### src/rtl/fspm_regs.svh
// Register offsets, field positions, field values and timing counts for the self-programming mode control
`ifndef FSPM_REGS_SVH
`define FSPM_REGS_SVH

// ***********************************************************************
// Register byte offsets
// ***********************************************************************
`define FSPM_OFS_MODE_CTRL    12'h000
`define FSPM_OFS_PROT_CMD     12'h004
`define FSPM_OFS_FLASH_STATUS 12'h008
`define FSPM_OFS_FLASH_CMD    12'h00C
`define FSPM_OFS_IRQ_STATUS   12'h010
`define FSPM_OFS_IRQ_MASK     12'h014
`define FSPM_OFS_FLASH_ADDR   12'h018
`define FSPM_OFS_FLASH_DATA   12'h01C
`define FSPM_OFS_CTRL         12'h020

// ***********************************************************************
// Fields and values
// ***********************************************************************
`define FSPM_MODE_SEL_BIT     0
`define FSPM_MIRROR_LSB       2
`define FSPM_MIRROR_MSB       6
`define FSPM_PERR_BIT         0
`define FSPM_PROT_KEY         8'hA5
`define FSPM_CMD_NONE         8'h00
`define FSPM_CTRL_EXT_CLK_BIT 0
`define FSPM_CTRL_HALT_BIT    1
`define FSPM_IRQ_PERR_BIT     0
`define FSPM_IRQ_DONE_BIT     1
`define FSPM_IRQ_WIDTH        2

// ***********************************************************************
// Timing
// ***********************************************************************
`define FSPM_CLK_HZ           40000000
`define FSPM_ENTRY_MAX_NS     10000
`define FSPM_ENTRY_EXTRA_CLK  2
`define FSPM_OSC_WAIT_NS      8000
`define FSPM_CLK_PERIOD_NS    25
`define FSPM_ENTRY_CYCLES     (`FSPM_ENTRY_MAX_NS / `FSPM_CLK_PERIOD_NS + `FSPM_ENTRY_EXTRA_CLK)
`define FSPM_OSC_WAIT_CYCLES  ((`FSPM_OSC_WAIT_NS + `FSPM_CLK_PERIOD_NS - 1) / `FSPM_CLK_PERIOD_NS)

`endif

### src/rtl/fspm_pkg.sv
// Types for the self-programming mode control block
`default_nettype none
package fspm_pkg;

	typedef enum logic [1:0]
	{
		FSPM_PROT_IDLE,
		FSPM_PROT_KEYED,
		FSPM_PROT_FIRST,
		FSPM_PROT_SECOND
	} fspm_prot_t;

	typedef enum logic [1:0]
	{
		FSPM_RUN,
		FSPM_ENTRY_HALT,
		FSPM_OSC_WAIT,
		FSPM_OPERATE
	} fspm_phase_t;

	typedef struct packed
	{
		logic [11:0] paddr;
		logic        psel;
		logic        penable;
		logic        pwrite;
		logic [31:0] pwdata;
	} fspm_apb_req_t;

	typedef struct packed
	{
		logic [31:0] prdata;
		logic        pready;
		logic        pslverr;
	} fspm_apb_rsp_t;

	typedef struct packed
	{
		logic          mode_sel;
		logic [4:0]    mirror;
		logic [2:0]    flash_status;
		logic [7:0]    flash_cmd;
		logic [15:0]   flash_addr;
		logic [7:0]    flash_data;
		logic          ext_clk;
		logic [1:0]    irq_status;
		logic [1:0]    irq_mask;
		fspm_prot_t    prot;
		logic          first_val;
		fspm_phase_t   phase;
		logic [15:0]   count;
		logic          loaded;
		logic          flash_start;
		logic          standby;
		logic          irq;
		logic          halt_rel;
		fspm_apb_rsp_t rsp;
	} fspm_state_t;

endpackage : fspm_pkg
`default_nettype wire

### src/rtl/fspm_ctrl.sv
// Self-programming mode control with protected mode write, entry halt timing and APB registers
`timescale 1ns/1ps
`default_nettype none
`include "fspm_regs.svh"

module fspm_ctrl #(
	parameter int ENTRY_CYCLES = `FSPM_ENTRY_CYCLES,
	parameter int OSC_CYCLES   = `FSPM_OSC_WAIT_CYCLES
) (
	input  wire logic                   clock,
	input  wire logic                   rstn,
	input  wire logic                   clk_en,
	input  wire fspm_pkg::fspm_apb_req_t apb_req,
	output var  fspm_pkg::fspm_apb_rsp_t apb_rsp,
	input  wire logic [4:0]             protect_byte,
	input  wire logic                   halt_exec,
	input  wire logic                   flash_busy,
	output logic                        self_prog_mode_select,
	output logic [7:0]                  flash_cmd,
	output logic [15:0]                 flash_addr,
	output logic [7:0]                  flash_data,
	output logic                        flash_start,
	output logic                        standby,
	output logic                        halt_release,
	output logic                        irq
);

	// ***********************************************************************
	// State and input synchronisers
	// ***********************************************************************
	fspm_pkg::fspm_state_t state_reg;
	fspm_pkg::fspm_state_t state_next;
	// The protect byte and flash busy pins cross in through two flops before any logic reads them; halt_exec is read directly
	logic [4:0]            pb_meta_reg;
	logic [4:0]            pb_sync_reg;
	logic [1:0]            busy_sync_reg;

	function automatic logic hit(input logic [11:0] a, input logic [11:0] ofs);
		hit = (a == ofs);
	endfunction : hit

	// ***********************************************************************
	// Bus decode
	// ***********************************************************************
	logic       acc;
	logic       wr;
	logic [7:0] wd;
	logic       key_wr;
	logic       mode_wr;
	logic       busy;

	assign acc  = apb_req.psel && apb_req.penable;
	assign wr   = acc && apb_req.pwrite;
	assign wd   = apb_req.pwdata[7:0];
	assign key_wr  = wr && hit(apb_req.paddr, `FSPM_OFS_PROT_CMD);
	assign mode_wr = wr && hit(apb_req.paddr, `FSPM_OFS_MODE_CTRL);
	assign busy = busy_sync_reg[1];

	always_comb
	begin
		logic       perr_ev;
		logic       done_ev;
		logic [7:0] rd;
		logic       mapped;
		state_next = state_reg;
		perr_ev = 1'b0;
		done_ev = 1'b0;
		rd = 8'h00;
		mapped = 1'b1;
		state_next.flash_start = 1'b0;
		state_next.rsp.pready = 1'b0;
		state_next.rsp.pslverr = 1'b0;
		state_next.rsp.prdata = 32'h0000_0000;

		// Protect byte is captured once, the first enabled cycle after release
		// Later pin changes stay unseen until the next reset
		if (!state_reg.loaded)
		begin
			state_next.mirror = pb_sync_reg;
			state_next.loaded = 1'b1;
		end

		// ***********************************************************************
		// Protected write sequence; any other store in between breaks it
		// ***********************************************************************
		// The pready cycle repeats the access phase; gating on it counts each store once
		if (wr && !state_reg.rsp.pready)
		begin
			unique case (state_reg.prot)
				fspm_pkg::FSPM_PROT_IDLE:
				begin
					if (key_wr && wd == `FSPM_PROT_KEY)
						state_next.prot = fspm_pkg::FSPM_PROT_KEYED;
					else if (mode_wr)
						perr_ev = 1'b1;
				end
				fspm_pkg::FSPM_PROT_KEYED:
				begin
					if (mode_wr)
					begin
						state_next.first_val = wd[`FSPM_MODE_SEL_BIT];
						state_next.prot = fspm_pkg::FSPM_PROT_FIRST;
					end
					else
					begin
						perr_ev = 1'b1;
						state_next.prot = fspm_pkg::FSPM_PROT_IDLE;
					end
				end
				fspm_pkg::FSPM_PROT_FIRST:
				begin
					if (mode_wr && wd[`FSPM_MODE_SEL_BIT] == !state_reg.first_val)
						state_next.prot = fspm_pkg::FSPM_PROT_SECOND;
					else
					begin
						perr_ev = 1'b1;
						state_next.prot = fspm_pkg::FSPM_PROT_IDLE;
					end
				end
				fspm_pkg::FSPM_PROT_SECOND:
				begin
					state_next.prot = fspm_pkg::FSPM_PROT_IDLE;
					if (mode_wr && wd[`FSPM_MODE_SEL_BIT] == state_reg.first_val)
					begin
						// Only the fourth store lands; bits 7..1 are never written
						state_next.mode_sel = state_reg.first_val;
						if (state_reg.first_val && !state_reg.mode_sel)
						begin
							state_next.phase = fspm_pkg::FSPM_ENTRY_HALT;
							state_next.count = 16'h0000;
						end
						else if (!state_reg.first_val)
							state_next.phase = fspm_pkg::FSPM_RUN;
					end
					else
						perr_ev = 1'b1;
				end
			endcase
		end

		// ***********************************************************************
		// Halt handling and entry timing
		// ***********************************************************************
		state_next.standby = 1'b0;
		unique case (state_reg.phase)
			fspm_pkg::FSPM_RUN:
				state_next.standby = halt_exec && !state_reg.mode_sel;
			fspm_pkg::FSPM_ENTRY_HALT:
			begin
				// The entry halt ends on its own; bounded by the 10 us + 2 clock figure
				state_next.count = state_reg.count + 16'h0001;
				if (state_reg.count >= 16'(ENTRY_CYCLES - 1))
				begin
					state_next.count = 16'h0000;
					state_next.phase = state_reg.ext_clk ? fspm_pkg::FSPM_OSC_WAIT
					                                     : fspm_pkg::FSPM_OPERATE;
				end
			end
			fspm_pkg::FSPM_OSC_WAIT:
			begin
				// Hardware times the wait over OSC_CYCLES and holds off commands until it ends
				state_next.count = state_reg.count + 16'h0001;
				if (state_reg.count >= 16'(OSC_CYCLES - 1))
					state_next.phase = fspm_pkg::FSPM_OPERATE;
			end
			fspm_pkg::FSPM_OPERATE:
			begin
				// A halt while the engine is busy is dropped; firmware sees no start flag and retries
				if (halt_exec && state_reg.mode_sel && !busy)
				begin
					state_next.flash_start = 1'b1;
					done_ev = 1'b1;
				end
			end
		endcase

		// ***********************************************************************
		// APB register file, one access with one wait state per transfer
		// ***********************************************************************
		// Registers change at the edge that raises pready, one cycle before the master sees it
		if (acc && !state_reg.rsp.pready)
		begin
			state_next.rsp.pready = 1'b1;
			if (hit(apb_req.paddr, `FSPM_OFS_MODE_CTRL))
				rd = {1'b0, state_reg.mirror, 1'b0, state_reg.mode_sel};
			else if (hit(apb_req.paddr, `FSPM_OFS_PROT_CMD))
				rd = 8'h00;
			else if (hit(apb_req.paddr, `FSPM_OFS_FLASH_STATUS))
			begin
				rd = {5'b00000, state_reg.flash_status};
				if (apb_req.pwrite)
					state_next.flash_status = state_reg.flash_status & wd[2:0];
			end
			else if (hit(apb_req.paddr, `FSPM_OFS_FLASH_CMD))
			begin
				rd = state_reg.flash_cmd;
				// Only the three command bits exist; the upper bits read zero
				if (apb_req.pwrite)
					state_next.flash_cmd = {5'b00000, wd[2:0]};
			end
			else if (hit(apb_req.paddr, `FSPM_OFS_IRQ_STATUS))
			begin
				rd = {6'b000000, state_reg.irq_status};
				if (apb_req.pwrite)
					state_next.irq_status = state_reg.irq_status & ~wd[1:0];
			end
			else if (hit(apb_req.paddr, `FSPM_OFS_IRQ_MASK))
			begin
				rd = {6'b000000, state_reg.irq_mask};
				if (apb_req.pwrite)
					state_next.irq_mask = wd[1:0];
			end
			else if (hit(apb_req.paddr, `FSPM_OFS_FLASH_ADDR))
			begin
				state_next.rsp.prdata = {16'h0000, state_reg.flash_addr};
				if (apb_req.pwrite)
					state_next.flash_addr = apb_req.pwdata[15:0];
			end
			else if (hit(apb_req.paddr, `FSPM_OFS_FLASH_DATA))
			begin
				rd = state_reg.flash_data;
				if (apb_req.pwrite)
					state_next.flash_data = wd;
			end
			else if (hit(apb_req.paddr, `FSPM_OFS_CTRL))
			begin
				rd = {5'b00000, busy, state_reg.phase != fspm_pkg::FSPM_OPERATE && state_reg.mode_sel,
				      state_reg.ext_clk};
				if (apb_req.pwrite)
					state_next.ext_clk = wd[`FSPM_CTRL_EXT_CLK_BIT];
			end
			else
				mapped = 1'b0;
			if (!hit(apb_req.paddr, `FSPM_OFS_FLASH_ADDR))
				state_next.rsp.prdata = {24'h00_0000, rd};
			state_next.rsp.pslverr = !mapped;
		end

		// ***********************************************************************
		// Event flags and registered outputs
		// ***********************************************************************
		// Hardware sets win over same-cycle software clears
		if (perr_ev)
			state_next.flash_status[`FSPM_PERR_BIT] = 1'b1;
		state_next.irq_status = state_next.irq_status
		                      | {done_ev, perr_ev};
		state_next.irq = |(state_next.irq_status & state_next.irq_mask);
		// Registered so the release output is a flop rather than a decode of the phase
		state_next.halt_rel = state_next.phase == fspm_pkg::FSPM_OPERATE;
	end

	// ***********************************************************************
	// Input synchronisers
	// ***********************************************************************
	// Left out of reset so the protect byte has settled by the first cycle after release
	always_ff @(posedge clock)
	begin
		if (clk_en)
		begin
			pb_meta_reg   <= protect_byte;
			pb_sync_reg   <= pb_meta_reg;
			busy_sync_reg <= {busy_sync_reg[0], flash_busy};
		end
	end

	// ***********************************************************************
	// State register
	// ***********************************************************************
	always_ff @(posedge clock)
	begin
		if (!rstn)
			state_reg <= '0;
		else if (clk_en)
			state_reg <= state_next;
	end

	// ***********************************************************************
	// Outputs straight from flip-flops
	// ***********************************************************************
	assign apb_rsp               = state_reg.rsp;
	assign self_prog_mode_select = state_reg.mode_sel;
	assign flash_cmd             = state_reg.flash_cmd;
	assign flash_addr            = state_reg.flash_addr;
	assign flash_data            = state_reg.flash_data;
	assign flash_start           = state_reg.flash_start;
	assign standby               = state_reg.standby;
	assign halt_release          = state_reg.halt_rel;
	assign irq                   = state_reg.irq;

endmodule : fspm_ctrl
`default_nettype wire

### config.mk
export PLATFORM = sky130hd
export DESIGN_NAME = fspm_ctrl
export DESIGN_NICKNAME = d
export VERILOG_FILES = /design/src/rtl/fspm_pkg.sv /design/src/rtl/fspm_ctrl.sv
export VERILOG_INCLUDE_DIRS = /design/src /design/src/rtl
export SDC_FILE = /design/constraint.sdc
export NUM_CORES = 1
export LEC_CHECK = 0
export ABC_CLOCK_PERIOD_IN_PS = 2050
export BUFFER_PORTS_ARGS = -buffer_cell sky130_fd_sc_hd__buf_2
export CAP_MARGIN = 20
export CORE_UTILIZATION = 49
export DETAILED_ROUTE_END_ITERATION = 16
export GPL_TIMING_DRIVEN = 1
export PLACE_DENSITY_LB_ADDON = 0.12
export RECOVER_POWER = 25
export SYNTH_ARGS = -nofsm -noshare
export SYNTH_HDL_FRONTEND = slang
export SYNTH_SLANG_ARGS = --single-unit
### constraint.sdc
create_clock -name clock -period 2.05 [get_ports clock]
set_input_delay 0.205 -clock clock [delete_from_list [all_inputs] [get_ports clock]]
set_output_delay 0.205 -clock clock [all_outputs]
set_load 0.03 [all_outputs]
### Yosys cells after proc, flatten, opt, wreduce, memory -nomap -nowiden

Index checks and enable logic that the tools add are counted.

* register bits after elaboration: 113
* bits in latches: 0
* bits in writable memories: 0
* ROM bits: 0
* bits of input ports: 57
* memories kept: 0

* add/sub/neg operators: 1
* multipliers: 0
* divide/modulo/power cells: 0
* $lt $le $gt $ge: 2
* equal/unequal tests: 22
* shift operators: 0
* muxes and demuxes: 75
* bitwise logic cells: 14
* reduce and logical (&&, ||, !) cells: 41

Operator list (number)
* $mux W16: 9
* $mux W38: 3
* $mux W8: 10
* $mux W18: 4
* $mux W25: 2
* $eq A12 B5 Y1 const B: 4
* $mux W37: 1
* $pmux W18 S2: 1
* $mux W34: 1
* $ge A16 B9 Y1 const B: 2
* $mux W32: 1
* $mux W29: 1
* $mux W1: 26
* $eq A12 B4 Y1 const B: 2
* $mux W2: 11
* $add A16 B1 Y16 const B: 1
* $logic_and A1 B1 Y1: 14
* $eq A12 B3 Y1 const B: 1
* $eq A12 B6 Y1 const B: 1
* $logic_not A12 Y1: 1
* $reduce_and A12 Y1: 1
* $reduce_and A6 Y1: 2
* $reduce_bool A3 Y1: 4
* $reduce_and A11 Y1: 1
* 25 further kinds: 51

### Depth between registers and ports, before layout

* depth after elaboration: 14
* mapped depth: 8
* mapped depth without buffers: 7

### Worst setup path after synthesis

Ideal clock, no wire load.

* path kind: input -> register
* from: input apb_req[40] (netlist bit)
* to: register state_reg, in the netlist apb_rsp[2]
* library setup time: 0.124 ns
* arrival time: 1.942 ns
* required time: 1.926 ns
* setup slack: -0.015 ns
* stages: 6
* buffers on the path: 1
* cells stage by stage: clkbuf_1 > or4b_2 > or4_4 > o211ai_1 > a2bb2oi_1 > o21ai_0

* longest elaborated chain between the ends: 11

Ends and longest elaborated chain
* start, declared: line fspm_ctrl.sv:13 `input wire fspm_pkg::fspm_apb_req_t apb_req,`
* $eq A12 B6 Y1: line fspm_ctrl.sv:39 `hit = (a == ofs);`
* $mux W3: line fspm_ctrl.sv:225 `` else if (hit(apb_req.paddr, `FSPM_OFS_CTRL)) ``
* $mux W8: line fspm_ctrl.sv:219 `` else if (hit(apb_req.paddr, `FSPM_OFS_FLASH_DATA)) ``
* $mux W8: line fspm_ctrl.sv:207 `` else if (hit(apb_req.paddr, `FSPM_OFS_IRQ_MASK)) ``
* $mux W8: line fspm_ctrl.sv:201 `` else if (hit(apb_req.paddr, `FSPM_OFS_IRQ_STATUS)) ``
* $mux W8: line fspm_ctrl.sv:194 `` else if (hit(apb_req.paddr, `FSPM_OFS_FLASH_CMD)) ``
* $mux W8: line fspm_ctrl.sv:188 `` else if (hit(apb_req.paddr, `FSPM_OFS_FLASH_STATUS)) ``
* $mux W8: line fspm_ctrl.sv:186 `` else if (hit(apb_req.paddr, `FSPM_OFS_PROT_CMD)) ``
* $mux W8: line fspm_ctrl.sv:184 `` if (hit(apb_req.paddr, `FSPM_OFS_MODE_CTRL)) ``
* $mux W32 (*): line fspm_ctrl.sv:234 `` if (!hit(apb_req.paddr, `FSPM_OFS_FLASH_ADDR)) ``
* $mux W34 (*): line fspm_ctrl.sv:181 `if (acc && !state_reg.rsp.pready)`
* end signal, assigned: line fspm_ctrl.sv:274 `state_reg <= state_next;`
* end, declared: line fspm_ctrl.sv:31 `fspm_pkg::fspm_state_t state_reg;`

Mark *: on every way between the ends. The rest lies on a longest branch, timed or not.
A chain may end at the register's enable or synchronous reset.

### Final worst setup path

* from: register state_reg[39] (netlist bit)
* to: register state_reg[56] (netlist bit)

* longest elaborated chain between the ends: 3

Ends and longest elaborated chain
* $ge A16 B9 Y1 (on tied branches): line fspm_ctrl.sv:163, fspm_ctrl.sv:152
* $mux W2 / $mux W18 (equally long branches): line fspm_ctrl.sv:163, fspm_ctrl.sv:152
* $pmux W18 S2 (*): line fspm_ctrl.sv:145 `unique case (state_reg.phase)`

Marked as above.

==> metrics.cfg <==
[clocking]
cts_num_sinks=97
cts_made_buffers=9
insertion_delay_ns=0.37
htree_levels=3
ctsLongestPathBuffers=2
path_clk_slew_ns=0.11
postCtsSetupBuffers=0
cts_root_buf=clkbuf_8
cts_tree=built

[detailed_routing]
viasPerCell=5.75
route.met2.wl_um=7030
routed_wl_um=14300
route.detailed.drc=0
drtAntennaViolNets=0
highest_layer=met4
dr_total_vias=4886
wl_per_cell_um=16.9
wl_met3_um=719
first_pass_iters=6
met1Wirelength_um=6300
drt-initial-drc-count=379

[logic_synthesis]
synthDistinctLibCells=72
synthCells=613
synth_area_per_cell_sq_um=8.63
synth_top_area_share_pct=32.2
synth_edf_count=12
synth_ff_type=dfxtp_1
ys_ff_latch=97
yosys-top-cells-area=dfxtp_1 32%, buf_4 9.5%, edfxtp_1 6.8%
yosysTopAreaCell=dfxtp_1
ys_async_sr_fraction_pct=0
ys_warn_count=0
synth_area_sq_um=5290
yosysSeqAreaShare_pct=39.0

[timing]
clock.fmax_mhz=515
final-hold-violation-count=0
post-route-min-period_ns=1.94
layout_setup_ws_ns=0.110
skew_ns=0.00565
worst_pin_slew_ns=0.533
post-route-period-util_pct=94.6
holdWs_ns=0.0599
drv_slew=0
max-slew-margin-rel_pct=63.5
setup_violations=0

[worst_setup_path]
crit_family=compound AO/OA/AOI/OAI gates
max_stage_delay_ns=0.37
required_ns=2.35
crit_arrival_ns=2.24
worstSetupStartpointType=register
crit_path_end_kind=register
crit_fanout=4
criticalPathCategory=register to register
crit_chain=buf_4 > ha_1 > nand3_1 > o31a_1 > a211oi_1 > nor3_1 > a21oi_1
slowest_stage=dfxtp_1
path_buf_inv=1

[job]
cap_violations=0

[place]
port_buffers=90
gp_congestion=0.931
dp.cells=828
hpwl_um=10400
post-place-ws_ns=-0.110

[layout]
drive_above_1_share_pct=25.8
multi_input_area_sq_um=2650
register_area_sq_um=2060
n_fill_cell=964
largest_reg_flops=35
antenna_cells=0
nets=773
finish.utilization_pct=59.7
final_cells=850
syn2layout_area_growth_pct=17.6

[floorplan]
die_w_um=106
core_area_sq_um=10400
std_cell_rows=37
initial_utilization_pct=50.8
dieHeight_um=106
io_pins=128
die_area_sq_um=11200

[grt]
grt_max_degree=63
antenna_found_initial=0
grt_pass1_wl_um=22500
grt_pass1_vias=4636
grt_usage_pct=25.8
grt_overflow_total=0

[pwr]
p_leak_uw=0.00246
max-vdd-ir-drop_v=0.000376
p_per_area_nw_per_um2=573
power.total_uw=3570

[outcome]
status=completed

[min_path]
min_path_type=input port to register

[per-layer routing]
metal | track usage (%) | vias to the layer above
met1 | 32.0 | 2356
li1 | - | 2337
met4 | 9.72 | 0
met2 | 44.9 | 168
met5 | 0 | -
met3 | 4.05 | 25
[metrics by stage]
| step | instance area [sq um] | TNS (ns) |
|---|---|---|
| 6_report | 6220 | 0 |
| 5_1_grt | 6220 | -0.0321 |
| 4_1_cts | 6220 | 0 |
| 3_5_place_dp | 5970 | -1.02 |
| 3_3_place_gp | 5970 | -0.728 |
| 2_1_floorplan | 5370 | 0 |
[worst register-to-register path, cell delays in order, from the launching register on]
cell and delay [ns]:
dfxtp_1 0.37, buf_4 0.14, ha_1 0.19, nand3_1 0.17, o31a_1 0.35, a211oi_1 0.37
nor3_1 0.13, a21oi_1 0.16
[area by class of cell]
class | instances | share of cell area (%)
clock buffers | 9 | 1.99
repair buffers | 164 | 17.7
flip-flops and latches | 97 | 33.1
multi-input cells | 422 | 42.5
well taps | 136 | 2.73
clock inverters | 7 | 1.03
inverters | 15 | 0.905
[synthesized netlist by cell type (all sizes together), types with 3 or more instances]
master  count
nor2       54
clkbuf     25
a22oi      10
or2         3
buf        74
nand4       9
edfxtp     12
a32oi       3
nand3b      5
a222oi      4
a21oi      40
nor4       11
o31a        5
a31oi       3
nand2b      5
mux2i      22
o31ai      11
nand2      67
a32o        4
nor3       15
or4        10
a211oi      4
o211ai      8
o2111a      3
nand3      17
nor4b       7
ha          7
o211a       3
mux2        4
and2        3
o21ai      23
dfxtp      85
inv        14
and3        4
[cells in the final DEF, fill, tap and decap left out, types with 5 or more instances in the layout]
cell	count
a21oi_1	40
a22oi_1	10
buf_12	8
buf_2	77
buf_4	59
clkbuf_1	14
clkbuf_8	9
conb_1	21
dfxtp_1	85
dlygate4sd3_1	6
edfxtp_1	12
ha_1	7
inv_1	13
mux2i_1	22
nand2_1	67
nand2b_1	5
nand3_1	17
nand3b_1	5
nand4_1	8
nor2_1	52
nor3_1	14
nor4_1	8
nor4b_1	6
o211ai_1	8
o21ai_0	22
o31a_1	5
o31ai_1	9
or4_1	9
[final timing paths]
kind	from	to	slack (ns)	cells past startpoint
worst max-delay path	state_reg[39]	state_reg[56]	0.11	7
worst min-delay path	apb_req[11]	flash_addr[11]	0.06	3
worst min register to register	pb_meta_reg[2]	pb_sync_reg[2]	0.43	0
worst max register to register	state_reg[39]	state_reg[56]	0.11	7
[repair_timing]
action,in CTS,in global routing
gates resized for setup,2,6
hold buffers,6,0
setup endpoints to repair,11,16
endpoints found under the hold margin,6,0
[logic make-up (layout without fill, tap and decap cells)]
family	after synthesis	count (layout)	share of synthesized area, %
xor+xnor	2	2	0.331
fa+ha+maj	7	7	1.65
buf+inv	114	195	13.0
compound gates	142	142	18.5
mux	26	26	5.01
flops	97	97	39.0
simple gates	224	224	22.4
other cells	1	21	0.0709
[where the power goes]
group	internal, uW	switching (uW)	leakage [uW]	total, uW
registers	1950	13.0	0.000804	1970
logic	134	255	0.00157	389
clock network	465	748	0.0000886	1210
total	2550	1020	0.00246	3570
(Power assumes the default switching activity.)
